## src/verilog/fcfm_defs.svh

```systemverilog
// Offsets, field positions, reset values and timing counts of the fault monitor.
// Assumes a single 10 MHz clock; included by bare name.
`ifndef FCFM_DEFS_SVH
`define FCFM_DEFS_SVH

`define FCFM_CLK_HZ 10000000
`define FCFM_BASE_A_NS 125000
`define FCFM_BASE_B_NS 250000
`define FCFM_BASE_A_CYC ((`FCFM_BASE_A_NS * (`FCFM_CLK_HZ / 1000000)) / 1000)
`define FCFM_BASE_B_CYC ((`FCFM_BASE_B_NS * (`FCFM_CLK_HZ / 1000000)) / 1000)

`define FCFM_ADDR_FAULT 8'h00
`define FCFM_ADDR_CODE 8'h04
`define FCFM_ADDR_MASK 8'h08
`define FCFM_ADDR_CTRL 8'h0C
`define FCFM_ADDR_LOSS_CNT 8'h10
`define FCFM_ADDR_XFER_CNT 8'h14
`define FCFM_ADDR_INVAL_CNT 8'h18
`define FCFM_ADDR_RXERR_CNT 8'h1C
`define FCFM_ADDR_MULT 8'h20
`define FCFM_ADDR_THRESH 8'h24
`define FCFM_ADDR_DESC_VER 8'h28
`define FCFM_ADDR_FW_VER 8'h2C
`define FCFM_ADDR_CYCLE 8'h30

`define FCFM_MULT_RESET 8'h03
`define FCFM_THRESH_RESET 16'h0064
`define FCFM_FW_MAJOR 8'h09
`define FCFM_LOSS_LSB 16
`define FCFM_CTRL_OP_BIT 0

`define FCFM_CODE_NONE 8'h00
`define FCFM_CODE_LOSS 8'h84
`define FCFM_CODE_XFER 8'h85
`define FCFM_CODE_TIMEOUT 8'h86
`define FCFM_CODE_DESC 8'hB0
`define FCFM_CODE_EE_RD 8'hB1
`define FCFM_CODE_EE_UPD 8'hB2
`define FCFM_CODE_INIT 8'hC0
`define FCFM_CODE_CYC_SET 8'hD0
`define FCFM_CODE_CYC_ERR 8'hF0

`endif

```

## src/verilog/fcfm_pkg.sv

```systemverilog
// Types shared by the fault monitor modules.
// Assumes nothing beyond the compiler.
package fcfm_pkg;
   typedef enum logic [3:0] {
      FCFM_F_LOSS,
      FCFM_F_XFER,
      FCFM_F_TIMEOUT,
      FCFM_F_DESC,
      FCFM_F_EE_RD,
      FCFM_F_EE_UPD,
      FCFM_F_INIT,
      FCFM_F_CYC_SET,
      FCFM_F_CYC_ERR
   } fcfm_fault_t;
   localparam int FCFM_NFAULT = 9;
   typedef logic [FCFM_NFAULT-1:0] fcfm_vec_t;
endpackage

```

## src/verilog/fcfm_sync_if.sv

```systemverilog
// Carries the measured sync period and checker verdicts between modules.
// Assumes a single clock domain.
interface fcfm_sync_if;
   logic [31:0] period;
   logic period_valid;
   logic set_bad;
   logic dev_bad;
   modport meas (output period, output period_valid, input set_bad, input dev_bad);
   modport chk (input period, input period_valid, output set_bad, output dev_bad);
endinterface

```

## src/verilog/fcfm_monitor.sv

```systemverilog
// Communication fault monitor of a fieldbus slave: counters, coded faults, registers.
// Assumes frame and sync event pulses and pin levels from outside the clock domain.
`include "fcfm_defs.svh"

// Functional notes
// - Count frame losses in upper counter half
// - Upstream-marked frames raise transfer warning
// - Separate transfer-error and invalid-frame counters
// - Marked frames skip receive error counter
// - Operational state: frame absence raises timeout
// - Description load failure faults; version readable
// - EEPROM communication failure raises read fault
// - Wrong content or update failure faults
// - Interface init failure raises external fault
// - Sync cycle must be base multiple
// - Sync deviation over threshold raises fault
module fcfm_monitor #(
   parameter int CNT_W = 16
) (
   input wire logic clk_in,
   input wire logic rst_in,
   input wire logic [7:0] addr_in,
   input wire logic [31:0] wdata_in,
   input wire logic wr_in,
   input wire logic rd_in,
   output logic [31:0] rdata_out,
   output logic irq_out,
   input wire logic sync_evt_in,
   input wire logic frame_evt_in,
   input wire logic frame_lost_in,
   input wire logic frame_marked_in,
   input wire logic frame_invalid_in,
   input wire logic frame_xfer_err_in,
   input wire logic desc_load_fail_in,
   input wire logic [15:0] desc_version_in,
   input wire logic eeprom_comm_fail_in,
   input wire logic eeprom_content_bad_in,
   input wire logic init_fail_in,
   input wire logic [15:0] interface_firmware_version_in,
   output logic [7:0] fault_code_out,
   output logic fault_any_out
);
   // Two-stage synchronisers for all pin inputs
   localparam int NPIN = 10;
   wire [NPIN-1:0] pin_raw = {sync_evt_in, frame_evt_in, frame_lost_in, frame_marked_in, frame_invalid_in,
      frame_xfer_err_in, desc_load_fail_in, eeprom_comm_fail_in, eeprom_content_bad_in, init_fail_in};
   logic [NPIN-1:0] pin_s1;
   logic [NPIN-1:0] pin_s2;
   logic [NPIN-1:0] pin_d;
   logic [15:0] desc_ver_s1;
   logic [15:0] desc_ver;
   logic [15:0] fw_ver_s1;
   logic [15:0] fw_ver;

   always_ff @(posedge clk_in or posedge rst_in) begin
      if (rst_in) begin
         pin_s1 <= '0;
         pin_s2 <= '0;
         pin_d <= '0;
         desc_ver_s1 <= 16'h0;
         desc_ver <= 16'h0;
         // Good major at reset so the version check stays quiet until synced
         fw_ver_s1 <= {`FCFM_FW_MAJOR, 8'h00};
         fw_ver <= {`FCFM_FW_MAJOR, 8'h00};
      end else begin
         pin_s1 <= pin_raw;
         pin_s2 <= pin_s1;
         pin_d <= pin_s2;
         desc_ver_s1 <= desc_version_in;
         desc_ver <= desc_ver_s1;
         fw_ver_s1 <= interface_firmware_version_in;
         fw_ver <= fw_ver_s1;
      end
   end

   // Rising edges give one-cycle events; levels used directly
   wire [NPIN-1:0] rise = pin_s2 & ~pin_d;
   wire sync_evt = rise[9];
   wire frame_evt = rise[8];
   wire lost_evt = rise[7];
   wire marked_evt = rise[6];
   wire invalid_evt = rise[5];
   wire xfer_evt = rise[4];
   wire desc_fail = pin_s2[3];
   wire ee_comm_fail = pin_s2[2];
   wire ee_content_bad = pin_s2[1];
   wire init_fail = pin_s2[0];

   // Software registers
   logic [8:0] mask;
   logic op_state;
   logic [7:0] update_timeout_multiplier;
   logic [15:0] sync_error_threshold;
   logic [7:0] fault_code;
   logic [8:0] fault;

   function automatic logic hit(input logic [7:0] a, input logic [7:0] off);
      return a == off;
   endfunction

   wire wr_mask = wr_in && hit(addr_in, `FCFM_ADDR_MASK);
   wire wr_ctrl = wr_in && hit(addr_in, `FCFM_ADDR_CTRL);
   wire wr_mult = wr_in && hit(addr_in, `FCFM_ADDR_MULT);
   wire wr_thr = wr_in && hit(addr_in, `FCFM_ADDR_THRESH);
   wire rd_fault = rd_in && hit(addr_in, `FCFM_ADDR_FAULT);

   always_ff @(posedge clk_in or posedge rst_in) begin
      if (rst_in) begin
         mask <= '0;
         op_state <= 1'b0;
         update_timeout_multiplier <= `FCFM_MULT_RESET;
         sync_error_threshold <= `FCFM_THRESH_RESET;
      end else begin
         if (wr_mask)
            mask <= wdata_in[8:0];
         if (wr_ctrl)
            op_state <= wdata_in[`FCFM_CTRL_OP_BIT];
         if (wr_mult)
            update_timeout_multiplier <= wdata_in[7:0];
         if (wr_thr)
            sync_error_threshold <= wdata_in[15:0];
      end
   end

   // Diagnostic counters
   logic [CNT_W-1:0] loss_cnt;
   logic [CNT_W-1:0] xfer_cnt;
   logic [CNT_W-1:0] inval_cnt;
   logic [CNT_W-1:0] rxerr_cnt;
   wire local_rx_err = invalid_evt && !pin_s2[6];

   fcfm_cnt #(.WIDTH(CNT_W)) u_loss (.clk_in(clk_in), .rst_in(rst_in), .inc_in(lost_evt), .count_out(loss_cnt));
   fcfm_cnt #(.WIDTH(CNT_W)) u_xfer (.clk_in(clk_in), .rst_in(rst_in), .inc_in(xfer_evt), .count_out(xfer_cnt));
   fcfm_cnt #(.WIDTH(CNT_W)) u_inval (.clk_in(clk_in), .rst_in(rst_in), .inc_in(invalid_evt),
      .count_out(inval_cnt));
   fcfm_cnt #(.WIDTH(CNT_W)) u_rxerr (.clk_in(clk_in), .rst_in(rst_in), .inc_in(local_rx_err),
      .count_out(rxerr_cnt));

   // Sync period measurement and update timeout
   fcfm_sync_if sif ();
   logic [31:0] since_sync;
   logic [31:0] since_frame;
   logic [31:0] cycle_len;
   logic [31:0] period_q;
   logic period_valid_q;
   logic sync_seen;
   assign sif.period = period_q;
   assign sif.period_valid = period_valid_q;
   wire [31:0] timeout_lim = 32'(cycle_len * {24'h0, update_timeout_multiplier});
   wire timeout_evt = op_state && (cycle_len != 32'h0) && (since_frame == timeout_lim);

   always_ff @(posedge clk_in or posedge rst_in) begin
      if (rst_in) begin
         since_sync <= 32'h0;
         since_frame <= 32'h0;
         cycle_len <= 32'h0;
         period_q <= 32'h0;
         period_valid_q <= 1'b0;
         sync_seen <= 1'b0;
      end else begin
         // No period is measured before a first sync has been seen
         period_valid_q <= sync_evt && op_state && sync_seen;
         if (sync_evt) begin
            since_sync <= 32'h1;
            sync_seen <= 1'b1;
            if (sync_seen) begin
               cycle_len <= since_sync;
               period_q <= since_sync;
            end
         end else if (since_sync != 32'hFFFFFFFF)
            since_sync <= since_sync + 32'h1;
         if (frame_evt || !op_state)
            since_frame <= 32'h0;
         else if (since_frame != 32'hFFFFFFFF)
            since_frame <= since_frame + 32'h1;
      end
   end

   fcfm_cycle_chk u_chk (.clk_in(clk_in), .rst_in(rst_in), .threshold_in(sync_error_threshold), .sif(sif));

   // Fault events and latch; set wins over read-clear
   wire [8:0] fault_set;
   assign fault_set[fcfm_pkg::FCFM_F_LOSS] = lost_evt;
   assign fault_set[fcfm_pkg::FCFM_F_XFER] = marked_evt;
   assign fault_set[fcfm_pkg::FCFM_F_TIMEOUT] = timeout_evt;
   assign fault_set[fcfm_pkg::FCFM_F_DESC] = desc_fail;
   assign fault_set[fcfm_pkg::FCFM_F_EE_RD] = ee_comm_fail;
   assign fault_set[fcfm_pkg::FCFM_F_EE_UPD] = ee_content_bad && !ee_comm_fail;
   assign fault_set[fcfm_pkg::FCFM_F_INIT] = init_fail || (fw_ver[15:8] != `FCFM_FW_MAJOR);
   assign fault_set[fcfm_pkg::FCFM_F_CYC_SET] = sif.set_bad && op_state;
   assign fault_set[fcfm_pkg::FCFM_F_CYC_ERR] = sif.dev_bad;

   function automatic logic [7:0] code_of(input logic [8:0] v);
      logic [7:0] c;
      c = `FCFM_CODE_NONE;
      if (v[8]) c = `FCFM_CODE_CYC_ERR;
      if (v[7]) c = `FCFM_CODE_CYC_SET;
      if (v[6]) c = `FCFM_CODE_INIT;
      if (v[5]) c = `FCFM_CODE_EE_UPD;
      if (v[4]) c = `FCFM_CODE_EE_RD;
      if (v[3]) c = `FCFM_CODE_DESC;
      if (v[2]) c = `FCFM_CODE_TIMEOUT;
      if (v[1]) c = `FCFM_CODE_XFER;
      if (v[0]) c = `FCFM_CODE_LOSS;
      return c;
   endfunction

   wire [8:0] next_fault = (rd_fault ? 9'h000 : fault) | fault_set;
   wire [7:0] next_code = (fault_set != 9'h000) ? code_of(fault_set) : (rd_fault ? `FCFM_CODE_NONE : fault_code);

   always_ff @(posedge clk_in or posedge rst_in) begin
      if (rst_in) begin
         fault <= '0;
         fault_code <= `FCFM_CODE_NONE;
         irq_out <= 1'b0;
         fault_code_out <= `FCFM_CODE_NONE;
         fault_any_out <= 1'b0;
      end else begin
         fault <= next_fault;
         fault_code <= next_code;
         irq_out <= |(next_fault & mask);
         fault_code_out <= next_code;
         fault_any_out <= |next_fault;
      end
   end

   // Read mux
   wire [31:0] rd_mux =
      hit(addr_in, `FCFM_ADDR_FAULT) ? {23'h0, fault} :
      hit(addr_in, `FCFM_ADDR_CODE) ? {24'h0, fault_code} :
      hit(addr_in, `FCFM_ADDR_MASK) ? {23'h0, mask} :
      hit(addr_in, `FCFM_ADDR_CTRL) ? {31'h0, op_state} :
      hit(addr_in, `FCFM_ADDR_LOSS_CNT) ? {16'(loss_cnt), 16'h0} :
      hit(addr_in, `FCFM_ADDR_XFER_CNT) ? {16'h0, 16'(xfer_cnt)} :
      hit(addr_in, `FCFM_ADDR_INVAL_CNT) ? {16'h0, 16'(inval_cnt)} :
      hit(addr_in, `FCFM_ADDR_RXERR_CNT) ? {16'h0, 16'(rxerr_cnt)} :
      hit(addr_in, `FCFM_ADDR_MULT) ? {24'h0, update_timeout_multiplier} :
      hit(addr_in, `FCFM_ADDR_THRESH) ? {16'h0, sync_error_threshold} :
      hit(addr_in, `FCFM_ADDR_DESC_VER) ? {16'h0, desc_ver} :
      hit(addr_in, `FCFM_ADDR_FW_VER) ? {16'h0, fw_ver} :
      hit(addr_in, `FCFM_ADDR_CYCLE) ? cycle_len : 32'h0;

   always_ff @(posedge clk_in or posedge rst_in) begin
      if (rst_in)
         rdata_out <= 32'h0;
      else
         rdata_out <= rd_in ? rd_mux : 32'h0;
   end


   // Checks on counters, fault latch, interrupt and read port
   a_marked_warn: assert property (@(posedge clk_in) disable iff (rst_in)
      marked_evt |=> fault[fcfm_pkg::FCFM_F_XFER]) else $error("marked frame missed");
   a_marked_norx: assert property (@(posedge clk_in) disable iff (rst_in)
      invalid_evt && pin_s2[6] |=> rxerr_cnt == $past(rxerr_cnt)) else $error("marked frame counted");
   a_timeout_op: assert property (@(posedge clk_in) disable iff (rst_in)
      $rose(op_state) |-> since_frame == 32'h0) else $error("timeout count not restarted");
   a_loss_count: assert property (@(posedge clk_in) disable iff (rst_in)
      lost_evt && !(&loss_cnt) |=> loss_cnt == $past(loss_cnt) + 1'b1) else $error("loss not counted");
   a_eeprom_read: assert property (@(posedge clk_in) disable iff (rst_in)
      ee_comm_fail |=> fault[fcfm_pkg::FCFM_F_EE_RD]) else $error("eeprom read fault missed");
   a_eeprom_upd: assert property (@(posedge clk_in) disable iff (rst_in)
      ee_content_bad && !ee_comm_fail |=> fault[fcfm_pkg::FCFM_F_EE_UPD]) else $error("update fault missed");
   a_desc_fault: assert property (@(posedge clk_in) disable iff (rst_in)
      desc_fail |=> fault[fcfm_pkg::FCFM_F_DESC]) else $error("description fault missed");
   a_init_fault: assert property (@(posedge clk_in) disable iff (rst_in)
      init_fail |=> fault[fcfm_pkg::FCFM_F_INIT]) else $error("init fault missed");
   a_fault_sticky: assert property (@(posedge clk_in) disable iff (rst_in)
      fault[0] && !rd_fault |=> fault[0]) else $error("fault dropped");
   a_loss_fault: assert property (@(posedge clk_in) disable iff (rst_in)
      lost_evt |=> fault[fcfm_pkg::FCFM_F_LOSS] && fault_code == `FCFM_CODE_LOSS) else $error("loss fault missed");
   a_xfer_count: assert property (@(posedge clk_in) disable iff (rst_in)
      xfer_evt && !(&xfer_cnt) |=> xfer_cnt == $past(xfer_cnt) + 1'b1) else $error("transfer error not counted");
   a_inval_count: assert property (@(posedge clk_in) disable iff (rst_in)
      invalid_evt && !(&inval_cnt) |=> inval_cnt == $past(inval_cnt) + 1'b1) else $error("invalid not counted");
   a_rxerr_count: assert property (@(posedge clk_in) disable iff (rst_in)
      local_rx_err && !(&rxerr_cnt) |=> rxerr_cnt == $past(rxerr_cnt) + 1'b1) else $error("rx error not counted");
   a_timeout_fault: assert property (@(posedge clk_in) disable iff (rst_in)
      timeout_evt |=> fault[fcfm_pkg::FCFM_F_TIMEOUT]) else $error("timeout fault missed");
   a_frame_restart: assert property (@(posedge clk_in) disable iff (rst_in)
      frame_evt |=> since_frame == 32'h0) else $error("frame did not restart timeout count");
   a_cyc_set_fault: assert property (@(posedge clk_in) disable iff (rst_in)
      sif.set_bad && op_state |=> fault[fcfm_pkg::FCFM_F_CYC_SET]) else $error("cycle setting fault missed");
   a_period_in_op: assert property (@(posedge clk_in) disable iff (rst_in)
      sif.period_valid |-> $past(op_state)) else $error("period checked outside op");
   a_cyc_err_fault: assert property (@(posedge clk_in) disable iff (rst_in)
      sif.dev_bad |=> fault[fcfm_pkg::FCFM_F_CYC_ERR]) else $error("cycle error fault missed");
   a_version_fault: assert property (@(posedge clk_in) disable iff (rst_in)
      fw_ver[15:8] != `FCFM_FW_MAJOR |=> fault[fcfm_pkg::FCFM_F_INIT]) else $error("version fault missed");
   a_fault_clear: assert property (@(posedge clk_in) disable iff (rst_in)
      rd_fault && fault_set == 9'h000 |=> fault == 9'h000) else $error("fault not cleared by read");
   a_irq_masked: assert property (@(posedge clk_in) disable iff (rst_in)
      irq_out == |(fault & $past(mask))) else $error("interrupt level wrong");
   a_any_level: assert property (@(posedge clk_in) disable iff (rst_in)
      fault_any_out == |fault) else $error("any-fault output wrong");
   a_rdata_idle: assert property (@(posedge clk_in) disable iff (rst_in)
      !rd_in |=> rdata_out == 32'h0) else $error("read data without read");
   a_ver_readable: assert property (@(posedge clk_in) disable iff (rst_in)
      rd_in && addr_in == `FCFM_ADDR_DESC_VER |=> rdata_out == {16'h0, $past(desc_ver)}) else $error("version unreadable");
endmodule

```

## src/verilog/fcfm_cnt.sv

```systemverilog
// Saturating event counter.
// Assumes a one-cycle increment pulse on the block clock.
module fcfm_cnt #(
   parameter int WIDTH = 16
) (
   input wire logic clk_in,
   input wire logic rst_in,
   input wire logic inc_in,
   output logic [WIDTH-1:0] count_out
);
   wire full = &count_out;

   always_ff @(posedge clk_in or posedge rst_in) begin
      if (rst_in)
         count_out <= '0;
      else if (inc_in && !full)
         count_out <= count_out + 1'b1;
   end

   a_cnt_saturates: assert property (@(posedge clk_in) disable iff (rst_in)
      full |=> &count_out) else $error("counter wrapped");
endmodule

```

## src/verilog/fcfm_cycle_chk.sv

```systemverilog
// Checks a measured sync period against the allowed bases and deviation.
// Assumes periods in system clock cycles, one valid pulse per sync event.
`include "fcfm_defs.svh"
module fcfm_cycle_chk (
   input wire logic clk_in,
   input wire logic rst_in,
   input wire logic [15:0] threshold_in,
   fcfm_sync_if.chk sif
);
   logic [31:0] ref_period;
   logic have_ref;
   wire [31:0] base_a = 32'(`FCFM_BASE_A_CYC);
   wire [31:0] base_b = 32'(`FCFM_BASE_B_CYC);
   wire mult_ok = (sif.period % base_a == 32'h0) || (sif.period % base_b == 32'h0);
   wire [31:0] dev = (sif.period > ref_period) ? sif.period - ref_period : ref_period - sif.period;

   always_ff @(posedge clk_in or posedge rst_in) begin
      if (rst_in) begin
         sif.set_bad <= 1'b0;
         sif.dev_bad <= 1'b0;
         ref_period <= 32'h0;
         have_ref <= 1'b0;
      end else begin
         sif.set_bad <= sif.period_valid && !mult_ok;
         sif.dev_bad <= sif.period_valid && have_ref && (dev > {16'h0, threshold_in});
         if (sif.period_valid && !have_ref) begin
            ref_period <= sif.period;
            have_ref <= 1'b1;
         end
      end
   end

   a_cyc_setting: assert property (@(posedge clk_in) disable iff (rst_in)
      sif.period_valid && !mult_ok |=> sif.set_bad) else $error("bad cycle not flagged");
   a_cyc_dev: assert property (@(posedge clk_in) disable iff (rst_in)
      sif.dev_bad |-> $past(sif.period_valid)) else $error("deviation without period");
endmodule

```

## config.mk

```make
export PLATFORM = sky130hd
export DESIGN_NAME = fcfm_monitor
export DESIGN_NICKNAME = d
export VERILOG_FILES = /design/src/verilog/fcfm_pkg.sv /design/src/verilog/fcfm_sync_if.sv /design/src/verilog/fcfm_monitor.sv /design/src/verilog/fcfm_cnt.sv /design/src/verilog/fcfm_cycle_chk.sv
export VERILOG_INCLUDE_DIRS = /design/src /design/src/verilog
export SDC_FILE = /design/constraint.sdc
export NUM_CORES = 2
export LEC_CHECK = 0
export BUFFER_PORTS_ARGS = -buffer_cell sky130_fd_sc_hd__clkbuf_2
export CORE_AREA = 3 3 316 318
export DETAILED_ROUTE_END_ITERATION = 6
export DIE_AREA = 0 0 319 321
export HOLD_SLACK_MARGIN = 0.03
export PLACE_DENSITY = 0.6
export SYNTH_ARGS = -nofsm -noshare
export SYNTH_HDL_FRONTEND = slang
export SYNTH_SLANG_ARGS = --single-unit
```

## constraint.sdc

```tcl
create_clock -name clk_in -period 29.3 [get_ports clk_in]
set_input_delay 5.86 -clock clk_in [delete_from_list [all_inputs] [get_ports clk_in]]
set_output_delay 5.86 -clock clk_in [all_outputs]
set_load 0.05 [all_outputs]
```

# [Word level (Yosys, flattened, before mapping)]
# Index checks and enable logic that the tools add are counted.
[totals] in_bits=86 output_inout_bits=42 word_cells=140 register_bits=376
[op_classes] n_reduce_logical=47 eq_ne=16 bitwise=4 n_lt_le_gt_ge=2 n_addsub=8 mux=31 n_div=2 mul=1
[ops] operator="$mux 32" count=19
[ops] operator="$mux 8" count=11
[ops] operator="$add 16x1->16 const B" count=4
[ops] operator="$add 32x1->32 const B" count=2
[ops] operator="$logic_not 32->1" count=2
[ops] operator="$ne 32x32->1 const B" count=2
[ops] operator="$reduce_and 16->1" count=4
[ops] operator="$sub 32x32->32" count=2
[ops] operator="$eq 8x6->1 const B" count=5
[ops] operator="$eq 32x32->1" count=1
[ops] operator="$eq 8x5->1 const B" count=4
[ops] operator="$gt 32x16->1" count=1
[ops] operator="$gt 32x32->1" count=1
[ops] operator="$mod 32x11->32 const B" count=1
[ops] operator="$mod 32x12->32 const B" count=1
[ops] operator="$mul 32x8->32" count=1
[ops] operator="$reduce_bool 32->1" count=1
[ops] operator="$logic_and 1x1->1" count=20
[ops] operator="$reduce_or 9->1" count=2
[ops] operator="$eq 8x4->1 const B" count=2
[ops] operator="$and 10x10->10" count=1
[ops] operator="$not 10->10" count=1
[ops] operator="$and 9x9->9" count=1
[ops] operator="$logic_not 1->1" count=9
[ops] operator="other kinds (9)" count=13

# [Logic depth before layout (Yosys ltp)]
[depth] depth_word=15 mapped_depth=84 mapped_depth_nobuf=70

# [By module]
# A second synthesis with hierarchy kept.
[unflattened] cells_unflattened=3952 area_unflattened_um2=34508.1
[modules_own_cells] module="fcfm_monitor" area_each_um2=17873.4 cells_each=1755 seq_area_each_um2=6817.8 n_inst=1
[modules_own_cells] module="fcfm_cycle_chk" area_each_um2=13441.6 cells_each=1905 seq_area_each_um2=875.8 n_inst=1
[modules_own_cells] module="fcfm_cnt" area_each_um2=798.3 cells_each=73 seq_area_each_um2=400.4 n_inst=4

# [Least setup slack after synthesis]
# Ideal clock, no wire load.
[synth_timing] path_kind="reg2reg" from="register period_q[22]" to="register u_chk.sif.set_bad" required_time_ps=29155 period_less_slack_ps=19764 arrival_ps=19618 setup_ps=145 path_buffers=8 stages_incl_launch_ff=78 slack_ps=9536 cell_sequence="dfrtp_1 buf_4 nor4_4 buf_4 a2bb2oi_1 a2111oi_1 a31oi_2 o21a_1 buf_4 mux2_4 a311oi_4 nor3_2 a31oi_1 or3b_1 xor2_2 o311a_4 o221ai_1 a32o_2 [... 42 more ...] a2111oi_4 o311ai_2 nand3_1 a2111oi_4 nor4_4 o21bai_2 a21oi_1 xor2_1 a2111o_1 a31oi_4 xnor2_2 ha_1 xor3_1 o2111ai_1 or4b_1 a21boi_1 a2bb2oi_1 a41oi_1"
[synth_between] elab_chain_cells=5 elab_cells_between_ends=7 classes_between="div: 2; reduce/logical: 5"
[synth_lines] item="start: declaration" line="fcfm_monitor.sv:144" source="logic [31:0] period_q;"
[synth_lines] item="start signal: assignment" line="fcfm_monitor.sv:168" source="period_q <= since_sync;"
[synth_lines] item="$mod 32x11->32 / $mod 32x12->32 (equally long branches)" line="fcfm_cycle_chk.sv:14" source="wire mult_ok = (sif.period % base_a == 32'h0) || (sif.period % base_b == 32'h0);"
[synth_lines] item="$logic_not 32->1" line="fcfm_cycle_chk.sv:14"
[synth_lines] item="$logic_or 1x1->1 *" line="fcfm_cycle_chk.sv:14"
[synth_lines] item="$logic_not 1->1 *" line="fcfm_cycle_chk.sv:24" source="sif.set_bad <= sif.period_valid && !mult_ok;"
[synth_lines] item="$logic_and 1x1->1 *" line="fcfm_cycle_chk.sv:24"
[synth_lines] item="end signal: assignment" line="fcfm_cycle_chk.sv:24"
[synth_lines] item="end: declaration" line="fcfm_sync_if.sv:9" source="modport chk (input period, input period_valid, output set_bad, output dev_bad);"
# Mark *: on every way between the ends. The rest lies on a longest branch, timed or not.
# A chain may end at the register's enable or synchronous reset.

# [Final worst setup path]
[layout_timing] from="register period_q[23]" to="register u_chk.sif.set_bad"
# Same word-level chain as after synthesis.

==> flow_summary_export.csv <==
group,metric,value,unit
final_layout,register_area,9300,µm²
global_route,grt_pass1_wl,156000,µm
yosys,synthCells,3972,
floorplanning,ios,128,
sta,worst_pin_slew,1.23,ns
clock_network,cts_tree,"yes",
global_route,grt_start_max_net_pins,141,
final_layout,final_common_cell,"dfrtp_1",
global_route,track_usage,18.5,%
routing,dr.first_iter.drc_count,1975,
clock_network,cts-resized-gates,0,
final_layout,fillers,9701,
yosys,ys_seq_area_share,26.6,%
setup_path,crit_required,29.76,ns
final_layout,drive_gt1_share,11.4,%
sta,fmax,39.6,MHz
floorplanning,fp.dieArea,102000,µm²
yosys,syn-num-nets,4343,
yosys,synth_flop_cell,"dfrtp_1",
clock_network,hold_buffers,0,
final_layout,insertedDiodeCount,0,
sta,setup_viol_count_final,0,
final_layout,multiInputGateArea,23700,µm²
pwr,power.total,1.69,mW
yosys,ys_types,148,
yosys,ys_seq_elements,371,
sta,drv_slew,0,
setup_path,worstSetupPathType,"reg -> reg",
global_route,grt_antenna_before_repair,2,
sta,setup_ws,4.04,ns
routing,routed_via_density,5.59,
placed_design,place_ws,4.49,ns
global_route,globalRouteOverflowTotal,0,
sta,min_period,25.26,ns
clock_network,root_buffer,"clkbuf_16",
sta,skew,0.0397,ns
floorplanning,fp.coreArea,96900,µm²
placed_design,portBuffers,110,
sta,fin_setup_tns,0,ns
routing,via_count,29600,
sta,slew_headroom,17.6,%
setup_path,cp-start-kind,"flop",
final_layout,post-route-util,39.3,%
placed_design,dp_hpwl,72900,µm
final_layout,nNetsFinal,4359,
setup_path,critPathMaxStageDelay,1.01,ns
routing,wl_per_cell,18.3,µm
clock_network,insertion_delay,0.60,ns
sta,rsz0062_at_grt,"no",
clock_network,clk_path_buf_depth,3,
clock_network,h-tree-depth,2,
routing,drt_wl_total,96800,µm
floorplanning,rows,114,
routing,antenna_left,0,
setup_path,cp_max_fo,21,
setup_path,path_delay_family,"compound AO/OA/AOI/OAI gates",
routing,drc,0,
placed_design,gp_congestion,0.901,
yosys,synth_edf_count,0,
setup_path,path_buf_inv,1,
global_route,grt_pass1_vias,28500,
pwr,ir_worst_vdd,0.0431,mV
setup_path,slowest_stage,"a311oi_1",
yosys,syn_area_per_cell,8.79,µm²
clock_network,cts_made_buffers,42,
clock_network,cts.clk_slew.worst_paths,0.06,ns
sta,hold_viol,0,
final_layout,final_cell_mix,"dfrtp_1, nand2_1, inv_1",
yosys,netlist_area,34900,µm²
floorplanning,die_w,319,µm
routing,drt_pass1_iterations,6,
run_status,status,"finished, final reports clean",
sta,finalCritPeriodShare,86.2,%
clock_network,post_cts_buffers,0,
pwr,p_leak,16.3,nW
yosys,yosysWarningCount,0,
flow_run,cap_violations,0,
clock_network,cts.sinks,371,
final_layout,area_growth_syn_to_layout,9.13,%
pwr,powerDensity,44.4,nW/µm²
setup_path,crit_arrival,25.72,ns
min_path,hold_class,"reg -> reg",
floorplanning,initial_utilization,36.1,%
yosys,ys_async_sr_fraction,100,%
setup_path,endpoint_kind,"flop",
floorplanning,die_y,321,µm
==> cells in the mapped netlist (106+ instances only) <==
cell	instances	area, µm²
fa_1	158	3160
nor2_1	282	1060
a21o_1	120	901
nand3_1	106	531
ha_1	127	1590
o21ai_0	149	746
xnor2_1	213	1870
and2_1	200	1250
nand2_1	314	1180
a21oi_1	198	991
inv_1	287	1080
xor2_1	116	1020
dfrtp_1	362	9060
clkbuf_1	129	484
==> area by class of cell <==
class                           instances  share of cell area, %
Multi-Input combinational cell       3122                   62.2
Sequential cell                       371                   24.4
Tap cell                             1276                   4.19
Clock buffer                           50                   2.99
Inverter                              289                   2.87
Timing Repair Buffer                  162                   2.47
Clock inverter                         28                  0.923
==> registers in the layout, summed over array words and instances (netlist names), 6 cells and up <==
name,count
period_q,32
sync_error_threshold,16
u_xfer.count_out,16
rdata_out,32
fault_code,7
desc_ver,16
update_timeout_multiplier,8
pin_s1,10
since_frame,32
since_sync,32
pin_d,6
fault,9
u_chk.ref_period,32
fw_ver_s1,16
fw_ver,16
mask,9
pin_s2,10
u_rxerr.count_out,16
desc_ver_s1,16
u_inval.count_out,16
u_loss.count_out,16
==> path summary, 6_finish.rpt <==
path | startpoint | endpoint | slack, ns | cells past startpoint
max in group asynchronous | rst_in | rdata_out[24]$_DFF_PP0_ | 20.88 | 5
worst min-delay path | desc_ver_s1[1]$_DFF_PP0_ | desc_ver[1]$_DFF_PP0_ | 0.34 | 0
min in group asynchronous | rst_in | pin_s1[3]$_DFF_PP0_ | 5.47 | 2
worst min register to register | desc_ver_s1[1]$_DFF_PP0_ | desc_ver[1]$_DFF_PP0_ | 0.34 | 0
worst max register to register | period_q[23]$_DFFE_PP0P_ | u_chk.sif.set_bad$_DFF_PP0_ | 4.04 | 70
worst max-delay path | period_q[23]$_DFFE_PP0P_ | u_chk.sif.set_bad$_DFF_PP0_ | 4.04 | 70
==> report_power, final <==
part	leakage (nW)	switching [mW]	total [mW]	internal (mW)
sequential	4.84	0.0367	0.581	0.544
combinational	10.8	0.318	0.551	0.233
clock	0.711	0.239	0.560	0.321
==> metrics by stage <==
| step | hold slack [ns] | area [µm²] | std cells |
|---|---|---|---|
| 2_1_floorplan | 0.331 | 34900 | 3972 |
| 3_3_place_gp | 0.333 | 36600 | 5220 |
| 3_5_place_dp | 0.335 | 36600 | 5220 |
| 4_1_cts | 0.347 | 38100 | 5298 |
| 5_1_grt | 0.348 | 38100 | 5298 |
| 6_report | 0.345 | 38100 | 5298 |
==> routing by layer <==
layer / track usage [%] / vias to the layer above / part of all wire (%)
met5: 0 / - / 0.013
met4: 6.10 / 2 / 3.3
met3: 2.38 / 142 / 4.7
met2: 30.9 / 651 / 47
met1: 24.8 / 14600 / 45
li1: - / 14200 / -
==> cells by family after synthesis <==
group	synth area share (%)
and+or+nand+nor	19.1
AOI/OAI and AO/OA	22.1
buffers and inverters	5.62
DFF	26.6
xor gates and xnor gates	8.69
adders and majority gates	13.8
muxes	4.00
other	0.0107
(Power assumes the default switching activity.)
